`src/rtl/ipei_defines.svh`:
```
`ifndef IPEI_DEFINES_SVH
`define IPEI_DEFINES_SVH

// register indices as printed; byte address is four times the index
`define IPEI_IDX_A_SELECT    16'hFF20
`define IPEI_IDX_A_LEVELS    16'hFF21
`define IPEI_IDX_A_COMPARE   16'hFF22
`define IPEI_IDX_B_SELECT    16'hFF24
`define IPEI_IDX_B_LEVELS    16'hFF25
`define IPEI_IDX_B_COMPARE   16'hFF26
`define IPEI_IDX_A_ENABLE    16'hFFE4
`define IPEI_IDX_B_ENABLE    16'hFFE5
`define IPEI_IDX_A_PENDING   16'hFFF4
`define IPEI_IDX_B_PENDING   16'hFFF5

`define IPEI_ADDR_W          18
`define IPEI_PORT_W          4
`define IPEI_FLAG_BIT        0
`define IPEI_TIMER_PIN_BIT   3

`define IPEI_RST_SELECT      4'h0
`define IPEI_RST_COMPARE     4'h0
`define IPEI_RST_FLAG        1'b0

`define IPEI_RESP_OKAY       2'h0
`define IPEI_RESP_SLVERR     2'h2

`endif

```
`src/rtl/ipei_pkg.sv`:
```
`include "ipei_defines.svh"

package ipei_pkg;
    typedef logic [`IPEI_PORT_W-1:0] ipei_nibble_type;
    typedef logic [`IPEI_ADDR_W-1:0] ipei_addr_type;
    typedef logic [31:0]             ipei_word_type;
    typedef enum logic [1:0] {
        IPEI_W_IDLE,
        IPEI_W_RESP
    } ipei_wstate_type;
endpackage

```
`src/rtl/ipei_input_port.sv`:
```
`timescale 1ns/1ps
`include "ipei_defines.svh"
//
// Contract
// - reading a levels register returns the four current pin levels
// - levels registers are read-only; writes change nothing
// - select bit 1 includes the pin in the group condition, 0 excludes it
// - compare bit 1 selects falling edge, 0 selects rising edge
// - comparison covers only pins enabled by the group's select bits
// - condition fires when enabled pins go from all matching to a mismatch
// - mismatch to another mismatch raises no new condition
// - each group has a mask bit: 1 enables delivery, 0 masks
// - one pending flag per group; reads 1 when a condition occurred
// - pending flag sets on condition regardless of mask
// - masked group never asserts its request, even with flag set
// - writing 1 clears a pending flag; writing 0 does nothing
// - uncleared flag keeps requesting, so the interrupt recurs
// - reset clears select, compare and mask bits
// - reset clears both pending flags
// - unused bits of mask and pending registers read zero
// - top pin of second group also drives the timer clock input
//
module ipei_input_port
(
    input  wire logic                     clk,
    input  wire logic                     arst_n,
    input  wire ipei_pkg::ipei_addr_type  s_axi_awaddr,
    input  wire logic                     s_axi_awvalid,
    output      logic                     s_axi_awready,
    input  wire ipei_pkg::ipei_word_type  s_axi_wdata,
    input  wire logic [3:0]               s_axi_wstrb,
    input  wire logic                     s_axi_wvalid,
    output      logic                     s_axi_wready,
    output      logic [1:0]               s_axi_bresp,
    output      logic                     s_axi_bvalid,
    input  wire logic                     s_axi_bready,
    input  wire ipei_pkg::ipei_addr_type  s_axi_araddr,
    input  wire logic                     s_axi_arvalid,
    output      logic                     s_axi_arready,
    output      ipei_pkg::ipei_word_type  s_axi_rdata,
    output      logic [1:0]               s_axi_rresp,
    output      logic                     s_axi_rvalid,
    input  wire logic                     s_axi_rready,
    input  wire ipei_pkg::ipei_nibble_type firstGroupPins,
    input  wire ipei_pkg::ipei_nibble_type secondGroupPins,
    output      logic                     firstGroupIrq,
    output      logic                     secondGroupIrq,
    output      logic                     timerClockSharedPin
);
    import ipei_pkg::*;

    ipei_nibble_type firstGroupSelect_r;
    ipei_nibble_type secondGroupSelect_r;
    ipei_nibble_type firstGroupEdgeCompare_r;
    ipei_nibble_type secondGroupEdgeCompare_r;
    logic            firstGroupIrqEnable_r;
    logic            secondGroupIrqEnable_r;
    logic            firstGroupIrqPending_r;
    logic            secondGroupIrqPending_r;
    ipei_nibble_type firstLevels;
    ipei_nibble_type secondLevels;
    logic            firstEvent;
    logic            secondEvent;

    ipei_wstate_type wState_r;
    ipei_addr_type   awAddr_r;
    logic            awHeld_r;
    ipei_word_type   wData_r;
    logic [3:0]      wStrb_r;
    logic            wHeld_r;
    logic [1:0]      bResp_r;
    ipei_word_type   rData_r;
    logic [1:0]      rResp_r;
    logic            rValid_r;
    logic            doWrite;
    logic            wrHit;
    ipei_addr_type   wIdx;
    ipei_addr_type   rIdx;
    logic            lane0;
    logic            wrSelA;
    logic            wrCmpA;
    logic            wrSelB;
    logic            wrCmpB;
    logic            wrEnA;
    logic            wrEnB;
    logic            clrPendA;
    logic            clrPendB;

    ipei_group_detect u_first
    (
        .clk         (clk),
        .arst_n      (arst_n),
        .pinsAsync   (firstGroupPins),
        .selectBits  (firstGroupSelect_r),
        .compareBits (firstGroupEdgeCompare_r),
        .pinLevels   (firstLevels),
        .condEvent   (firstEvent)
    );

    ipei_group_detect u_second
    (
        .clk         (clk),
        .arst_n      (arst_n),
        .pinsAsync   (secondGroupPins),
        .selectBits  (secondGroupSelect_r),
        .compareBits (secondGroupEdgeCompare_r),
        .pinLevels   (secondLevels),
        .condEvent   (secondEvent)
    );

    // timer sees the synchronised pin; its group condition still applies
    assign timerClockSharedPin = secondLevels[`IPEI_TIMER_PIN_BIT];

    // ---------------- write channel ----------------
    assign s_axi_awready = (wState_r == IPEI_W_IDLE) && !awHeld_r;
    assign s_axi_wready  = (wState_r == IPEI_W_IDLE) && !wHeld_r;
    assign s_axi_bvalid  = (wState_r == IPEI_W_RESP);
    assign s_axi_bresp   = bResp_r;
    assign doWrite       = (wState_r == IPEI_W_IDLE) && awHeld_r && wHeld_r;
    assign wIdx          = {2'b00, awAddr_r[`IPEI_ADDR_W-1:2]};
    assign lane0         = wStrb_r[0];

    // address and data may arrive in either order; each is held until both are in
    always_ff @(posedge clk or negedge arst_n)
    begin
        if (!arst_n)
        begin
            awHeld_r <= 1'b0;
            awAddr_r <= '0;
            wHeld_r  <= 1'b0;
            wData_r  <= '0;
            wStrb_r  <= 4'h0;
        end
        else if (doWrite)
        begin
            awHeld_r <= 1'b0;
            wHeld_r  <= 1'b0;
        end
        else
        begin
            if (s_axi_awvalid && s_axi_awready)
            begin
                awHeld_r <= 1'b1;
                awAddr_r <= s_axi_awaddr;
            end
            if (s_axi_wvalid && s_axi_wready)
            begin
                wHeld_r <= 1'b1;
                wData_r <= s_axi_wdata;
                wStrb_r <= s_axi_wstrb;
            end
        end
    end

    // one strobe per register; a cleared lane 0 turns the write into a no-op
    always_comb
    begin
        wrHit    = 1'b1;
        wrSelA   = 1'b0;
        wrCmpA   = 1'b0;
        wrSelB   = 1'b0;
        wrCmpB   = 1'b0;
        wrEnA    = 1'b0;
        wrEnB    = 1'b0;
        clrPendA = 1'b0;
        clrPendB = 1'b0;
        if (wIdx == `IPEI_IDX_A_SELECT)
        begin
            wrSelA = doWrite && lane0;
        end
        else if (wIdx == `IPEI_IDX_A_LEVELS)
        begin
            wrHit = 1'b1;                       // answered, nothing stored
        end
        else if (wIdx == `IPEI_IDX_A_COMPARE)
        begin
            wrCmpA = doWrite && lane0;
        end
        else if (wIdx == `IPEI_IDX_B_SELECT)
        begin
            wrSelB = doWrite && lane0;
        end
        else if (wIdx == `IPEI_IDX_B_LEVELS)
        begin
            wrHit = 1'b1;
        end
        else if (wIdx == `IPEI_IDX_B_COMPARE)
        begin
            wrCmpB = doWrite && lane0;
        end
        else if (wIdx == `IPEI_IDX_A_ENABLE)
        begin
            wrEnA = doWrite && lane0;
        end
        else if (wIdx == `IPEI_IDX_B_ENABLE)
        begin
            wrEnB = doWrite && lane0;
        end
        else if (wIdx == `IPEI_IDX_A_PENDING)
        begin
            clrPendA = doWrite && lane0 && wData_r[`IPEI_FLAG_BIT];
        end
        else if (wIdx == `IPEI_IDX_B_PENDING)
        begin
            clrPendB = doWrite && lane0 && wData_r[`IPEI_FLAG_BIT];
        end
        else
        begin
            wrHit = 1'b0;
        end
    end

    always_ff @(posedge clk or negedge arst_n)
    begin
        if (!arst_n)
        begin
            wState_r <= IPEI_W_IDLE;
            bResp_r  <= `IPEI_RESP_OKAY;
        end
        else
        begin
            case (wState_r)
                IPEI_W_IDLE:
                begin
                    if (doWrite)
                    begin
                        wState_r <= IPEI_W_RESP;
                        bResp_r  <= wrHit ? `IPEI_RESP_OKAY : `IPEI_RESP_SLVERR;
                    end
                end
                default:
                begin
                    if (s_axi_bready)
                        wState_r <= IPEI_W_IDLE;
                end
            endcase
        end
    end

    // control registers; levels registers have no write path
    always_ff @(posedge clk or negedge arst_n)
    begin
        if (!arst_n)
        begin
            firstGroupSelect_r       <= `IPEI_RST_SELECT;
            secondGroupSelect_r      <= `IPEI_RST_SELECT;
            firstGroupEdgeCompare_r  <= `IPEI_RST_COMPARE;
            secondGroupEdgeCompare_r <= `IPEI_RST_COMPARE;
            firstGroupIrqEnable_r    <= `IPEI_RST_FLAG;
            secondGroupIrqEnable_r   <= `IPEI_RST_FLAG;
        end
        else
        begin
            if (wrSelA)
                firstGroupSelect_r <= wData_r[3:0];
            if (wrCmpA)
                firstGroupEdgeCompare_r <= wData_r[3:0];
            if (wrSelB)
                secondGroupSelect_r <= wData_r[3:0];
            if (wrCmpB)
                secondGroupEdgeCompare_r <= wData_r[3:0];
            if (wrEnA)
                firstGroupIrqEnable_r <= wData_r[`IPEI_FLAG_BIT];
            if (wrEnB)
                secondGroupIrqEnable_r <= wData_r[`IPEI_FLAG_BIT];
        end
    end
    // writes to the levels indices fall through the chain above untouched

    // set wins over a same-cycle write-1 clear, so no event is lost
    always_ff @(posedge clk or negedge arst_n)
    begin
        if (!arst_n)
        begin
            firstGroupIrqPending_r  <= `IPEI_RST_FLAG;
            secondGroupIrqPending_r <= `IPEI_RST_FLAG;
        end
        else
        begin
            if (firstEvent)
                firstGroupIrqPending_r <= 1'b1;
            else if (clrPendA)
                firstGroupIrqPending_r <= 1'b0;
            if (secondEvent)
                secondGroupIrqPending_r <= 1'b1;
            else if (clrPendB)
                secondGroupIrqPending_r <= 1'b0;
        end
    end

    // level request: stays up until the flag is cleared, so it recurs
    assign firstGroupIrq  = firstGroupIrqPending_r & firstGroupIrqEnable_r;
    assign secondGroupIrq = secondGroupIrqPending_r & secondGroupIrqEnable_r;

    // ---------------- read channel ----------------
    assign s_axi_arready = !rValid_r;
    assign s_axi_rvalid  = rValid_r;
    assign s_axi_rdata   = rData_r;
    assign s_axi_rresp   = rResp_r;
    assign rIdx          = {2'b00, s_axi_araddr[`IPEI_ADDR_W-1:2]};

    always_ff @(posedge clk or negedge arst_n)
    begin
        if (!arst_n)
        begin
            rValid_r <= 1'b0;
            rData_r  <= '0;
            rResp_r  <= `IPEI_RESP_OKAY;
        end
        else if (rValid_r)
        begin
            if (s_axi_rready)
                rValid_r <= 1'b0;
        end
        else if (s_axi_arvalid)
        begin
            rValid_r <= 1'b1;
            rResp_r  <= `IPEI_RESP_OKAY;
            rData_r  <= '0;
            if (rIdx == `IPEI_IDX_A_SELECT)
                rData_r[3:0] <= firstGroupSelect_r;
            else if (rIdx == `IPEI_IDX_A_LEVELS)
                rData_r[3:0] <= firstLevels;
            else if (rIdx == `IPEI_IDX_A_COMPARE)
                rData_r[3:0] <= firstGroupEdgeCompare_r;
            else if (rIdx == `IPEI_IDX_B_SELECT)
                rData_r[3:0] <= secondGroupSelect_r;
            else if (rIdx == `IPEI_IDX_B_LEVELS)
                rData_r[3:0] <= secondLevels;
            else if (rIdx == `IPEI_IDX_B_COMPARE)
                rData_r[3:0] <= secondGroupEdgeCompare_r;
            else if (rIdx == `IPEI_IDX_A_ENABLE)
                rData_r[`IPEI_FLAG_BIT] <= firstGroupIrqEnable_r;
            else if (rIdx == `IPEI_IDX_B_ENABLE)
                rData_r[`IPEI_FLAG_BIT] <= secondGroupIrqEnable_r;
            else if (rIdx == `IPEI_IDX_A_PENDING)
                rData_r[`IPEI_FLAG_BIT] <= firstGroupIrqPending_r;
            else if (rIdx == `IPEI_IDX_B_PENDING)
                rData_r[`IPEI_FLAG_BIT] <= secondGroupIrqPending_r;
            else
                rResp_r <= `IPEI_RESP_SLVERR;
        end
    end
endmodule

```
`src/rtl/ipei_group_detect.sv`:
```
`timescale 1ns/1ps
`include "ipei_defines.svh"

module ipei_group_detect
(
    input  wire logic                     clk,
    input  wire logic                     arst_n,
    input  wire ipei_pkg::ipei_nibble_type pinsAsync,
    input  wire ipei_pkg::ipei_nibble_type selectBits,
    input  wire ipei_pkg::ipei_nibble_type compareBits,
    output      ipei_pkg::ipei_nibble_type pinLevels,
    output      logic                     condEvent
);
    import ipei_pkg::*;

    ipei_nibble_type syncA_r;
    ipei_nibble_type syncB_r;
    logic            match_r;
    logic            matchNow;

    // first stage feeds only the second
    always_ff @(posedge clk or negedge arst_n)
    begin
        if (!arst_n)
        begin
            syncA_r <= 4'h0;
            syncB_r <= 4'h0;
        end
        else
        begin
            syncA_r <= pinsAsync;
            syncB_r <= syncA_r;
        end
    end

    assign pinLevels = syncB_r;

    // all selected pins equal their compare bit; unselected pins ignored
    always_comb
    begin
        matchNow = &(~selectBits | ~(syncB_r ^ compareBits));
    end

    // start as matching so reset alone never flags
    always_ff @(posedge clk or negedge arst_n)
    begin
        if (!arst_n)
        begin
            match_r <= 1'b1;
        end
        else
        begin
            match_r <= matchNow;
        end
    end

    // only match to mismatch counts; mismatch to other mismatch does not
    assign condEvent = match_r & ~matchNow;
endmodule

```
`config.mk`:
```
export PLATFORM = sky130hd
export DESIGN_NAME = ipei_input_port
export DESIGN_NICKNAME = d
export VERILOG_FILES = /design/src/rtl/ipei_pkg.sv /design/src/rtl/ipei_input_port.sv /design/src/rtl/ipei_group_detect.sv
export VERILOG_INCLUDE_DIRS = /design/src /design/src/rtl
export SDC_FILE = /design/constraint.sdc
export NUM_CORES = 1
export LEC_CHECK = 0
export BUFFER_PORTS_ARGS = -buffer_cell sky130_fd_sc_hd__buf_2
export CAP_MARGIN = 5
export CORE_ASPECT_RATIO = 1.75
export CORE_MARGIN = 3
export CORE_UTILIZATION = 48
export CTS_CLUSTER_SIZE = 16
export DETAILED_ROUTE_END_ITERATION = 10
export PLACE_DENSITY_LB_ADDON = 0.1
export SLEW_MARGIN = 5
export SYNTH_ARGS = -nofsm -noshare
export SYNTH_HDL_FRONTEND = slang
export SYNTH_SLANG_ARGS = --single-unit
```
`constraint.sdc`:
```
create_clock -name clk -period 1.8 [get_ports clk]
set_input_delay 0 -clock clk [delete_from_list [all_inputs] [get_ports clk]]
set_output_delay 0 -clock clk [all_outputs]
set_load 0.005 [all_outputs]
```
==> metrics.md <==
| Metric | Value |
|---|---|
| Outcome | finished clean |
| Share of post-route cells with drive strength above 1 | 0.3773 |
| Post-CTS Setup Repair Bufs | 0 |
| Critical setup path kind | reg2reg |
| Kind of end point of the critical path | flip-flop |
| Post-synthesis register bit count | 69 |
| Ant. Diodes | 0 |
| Gr usage total | 0.1872 |
| Commonest non-fill, non-tap cell in the layout | dfrtp_1 |
| Pwr dens | 1191 nW/µm² |
| Htree depth | 3 |
| FILL cells | 540 |
| Finished Layout Cells | 469 |
| Setup violators final | 0 |
| I/O Buffers | between 60 and 70 |
| HP Class | in2reg |
| Drt initial violations | 94 |
| Async SR Flop Fraction | 1.000 |
| Slew @ Worst Pin | 0.5065 ns |
| CP max stage delay | ~0.38 ns |
| Yosys warns | 0 |
| Tmin final | 1.657 ns |
| Max IR drop VDD | 1034 µV |
| Gp weighted congestion | roughly 0.84 |
| Crit path buf inv count | 0 |
| Initial antenna violation count | 0 |
| Root Buffer | clkbuf_16 |
| Via Count | 2322 |
| Vias/cell | between 4 and 5 |
| Inserted Clock Buffers | 9 |
| Number of global-route vias before repair | about 2300 |
| Largest area contributor in the netlist | dfrtp_1 |
| Initial Util | 0.4989 |
| First-pass GRT wire length | between 10 and 15 mm |
| RSZ-0062 raised after global routing | no |
| Min-Delay Endpoint | wHeld_r |
| Rel. slew slack | 0.6624 |
| Max-cap viol count | 0 |
| R2r worst-path depth | 5 |
| Clock-pin slew on the worst setup and hold paths | 0.05 ns |
| WHS Path Cells | 3 |
| CTS sink count | between 60 and 70 |
| Clock Latency Late Sink | about 0.33 ns |
| NumNets Final | around 470 |
| Worst R2R End | secondGroupEdgeCompare_r[0] |
| Overflow after GRT | 0 |
| Hold Crit Start | s_axi_wvalid |
| Die height | between 100 and 150 µm |
| CP top delay family | simple AND/OR/NAND/NOR gates |
| Main flop type after synthesis | dfrtp_1 |
| Setup TNS | 0 ns |
| # placed instances | ~420 |
| Fmax | about 600 MHz |
| DP Wirelength | approximately 4.7 mm |
| I/O pin total | around 130 |
| Residual DRC count | 0 |
| Site row count | 39 |
| Crit start category | flip-flop |
| Clock buffer depth | 2 |
| LEAKAGE | 2.109 nW |
| Die X | 68.32 µm |
| Synth top area cells | dfrtp_1, mux2_2, buf_4 |
| 1st-pass router iterations | 5 |
| Crit path cell chain | nand3b_4, nor2_2, and4_4, and3_2, mux2_4 |
| DRT antenna net count | 0 |
| Critical Path AT | between 1.5 and 2 ns |
| Final Cycle Share | 0.9204 |
| Routed wire length | about 6.7 mm |
| Synth cell types | 51 |
| Worst r2r src | wState_r[0] |
| Final-report max-slew violation count | 0 |
| Sequential element share of the synthesized area | 0.5301 |
| Largest net degree at the start of global routing | 70 |
| Reg2Reg Setup Slack | between 0.1 and 0.15 ns |
| Worst path slowest cell | dfrtp_1 |
| Core area | roughly 6500 µm² |
| Die ar. | slightly below 8000 µm² |
| CP max FO | 4 |
| Number of synthesized flops with an enable pin | 0 |
| Netlist Area Pre-Place | between 3000 and 4000 µm² |
| Cells after Synth | 269 |
| Most frequent cells in the layout | dfrtp_1, buf_2, mux2_2 |
| Wirelength per Cell | ~14 µm |
| Synth Area per Inst | roughly 12 µm² |
| Crit path required time | 2.01 ns |
| Final hold violations | 0 |
| Clock Skew | 0.006145 ns |
| Final cell utilization of the core | 0.6590 |
| Top cell type's share of synthesized area | 0.5140 |
| CTS tree | built |
| Area growth syn-to-layout | 32.11% |
-- sequential cells by signal, indices dropped and copies added (netlist names), 4 cells and up --
register,count
firstGroupSelect_r,4
u_first.pinLevels,4
awAddr_r,16
secondGroupSelect_r,4
wData_r,4
secondGroupEdgeCompare_r,4
u_second.pinLevels,4
u_first.syncA_r,4
s_axi_rdata,4
firstGroupEdgeCompare_r,4
u_second.syncA_r,4
-- what timing repair did --
item | CTS | global route
endpoints found under the setup margin | 0 | 1
hold buffers | 32 | 0
endpoints found under the hold margin | 98 | 0
gates resized for setup | 0 | 1
-- metal layers --
layer | wire (µm) | part of all wire | track usage
met1 | 2489 | 0.37 | 0.2039
met2 | 3616 | 0.54 | 0.3267
met3 | 368 | 0.055 | 0.04790
met4 | 175 | 0.026 | 0.09031
met5 | 0 | 0 | 0
-- synthesized netlist by cell type, types with 2 or more instances --
master,instances
nand3b_1,2
nand4_1,6
o32ai_1,2
buf_4,31
a21o_1,2
clkbuf_1,2
and2_1,3
o211ai_1,4
xor2_1,8
nand3_1,2
nand2_1,13
inv_1,9
dfstp_2,2
o2111ai_1,2
mux2i_1,5
nor2_1,8
nand3b_2,2
mux2_2,36
a221oi_1,3
mux2_4,4
dfrtp_1,67
nor2b_1,9
a21oi_1,7
a22o_1,2
buf_2,4
o21ai_0,9
-- power breakdown --
part	internal [mW]	total, mW	switching, mW
logic	0.614	1.03	0.420
clock network	1.35	1.98	0.634
registers	1.87	2.12	0.250
total	3.83	5.13	1.30
-- layout make-up --
type                            count  area, µm²  share of cell area
Sequential cell                    69       1729              0.4013
Multi-Input combinational cell    183       1349              0.3130
Timing Repair Buffer              110      755.7              0.1754
Clock buffer                        9      225.2             0.05226
Clock inverter                      7      113.9             0.02642
Tap cell                           82      102.6             0.02381
Inverter                            9      33.78            0.007840
-- logic make-up (layout without fill, tap and decap cells) --
logic type,after synthesis,count (layout),synth area share
buffers and inverters,46,135,0.09014
xor gates and xnor gates,8,8,0.02148
other,1,30,0.001150
muxes,45,45,0.1580
DFF,69,69,0.5301
and+or+nand+nor,60,60,0.1132
AOI/OAI and AO/OA,40,40,0.08593
-- tightest hold or removal path, stage by stage --
cell and delay, ns:
buf_2 0.07, nor2b_1 0.14, o21a_1 0.11
-- how the worst max path moves through the flow --
| stage | end | start | slack (ns) | depth (start not counted) |
|---|---|---|---|---|
| 3_5_place_dp | secondGroupEdgeCompare_r[3] | wState_r[0] | 0.08 | 5 |
| 2_1_floorplan | secondGroupEdgeCompare_r[0] | wState_r[0] | 0.12 | 6 |
| 5_1_grt | firstGroupSelect_r[1] | wState_r[0] | 0.05 | 6 |
| 3_3_place_gp | secondGroupEdgeCompare_r[2] | wState_r[0] | 0.10 | 5 |
| 4_1_cts | secondGroupEdgeCompare_r[0] | wState_r[0] | 0.06 | 5 |
| 6_report | secondGroupEdgeCompare_r[0] | wState_r[0] | 0.14 | 5 |
-- metrics by stage --
step	cell area, µm²	power [mW]	hold slack [ns]	setup slack [ns]
floorplan	3371	2.728	-0.2956	0.1222
global placement	3649	3.104	0.04439	0.1001
detailed placement	3649	3.131	0.04600	0.08328
CTS	4308	5.177	0.02409	0.06473
global route	4309	5.404	0.06256	0.05219
finish	4309	5.131	0.02986	0.1433
Note: power is estimated with default switching activity, not from simulation.
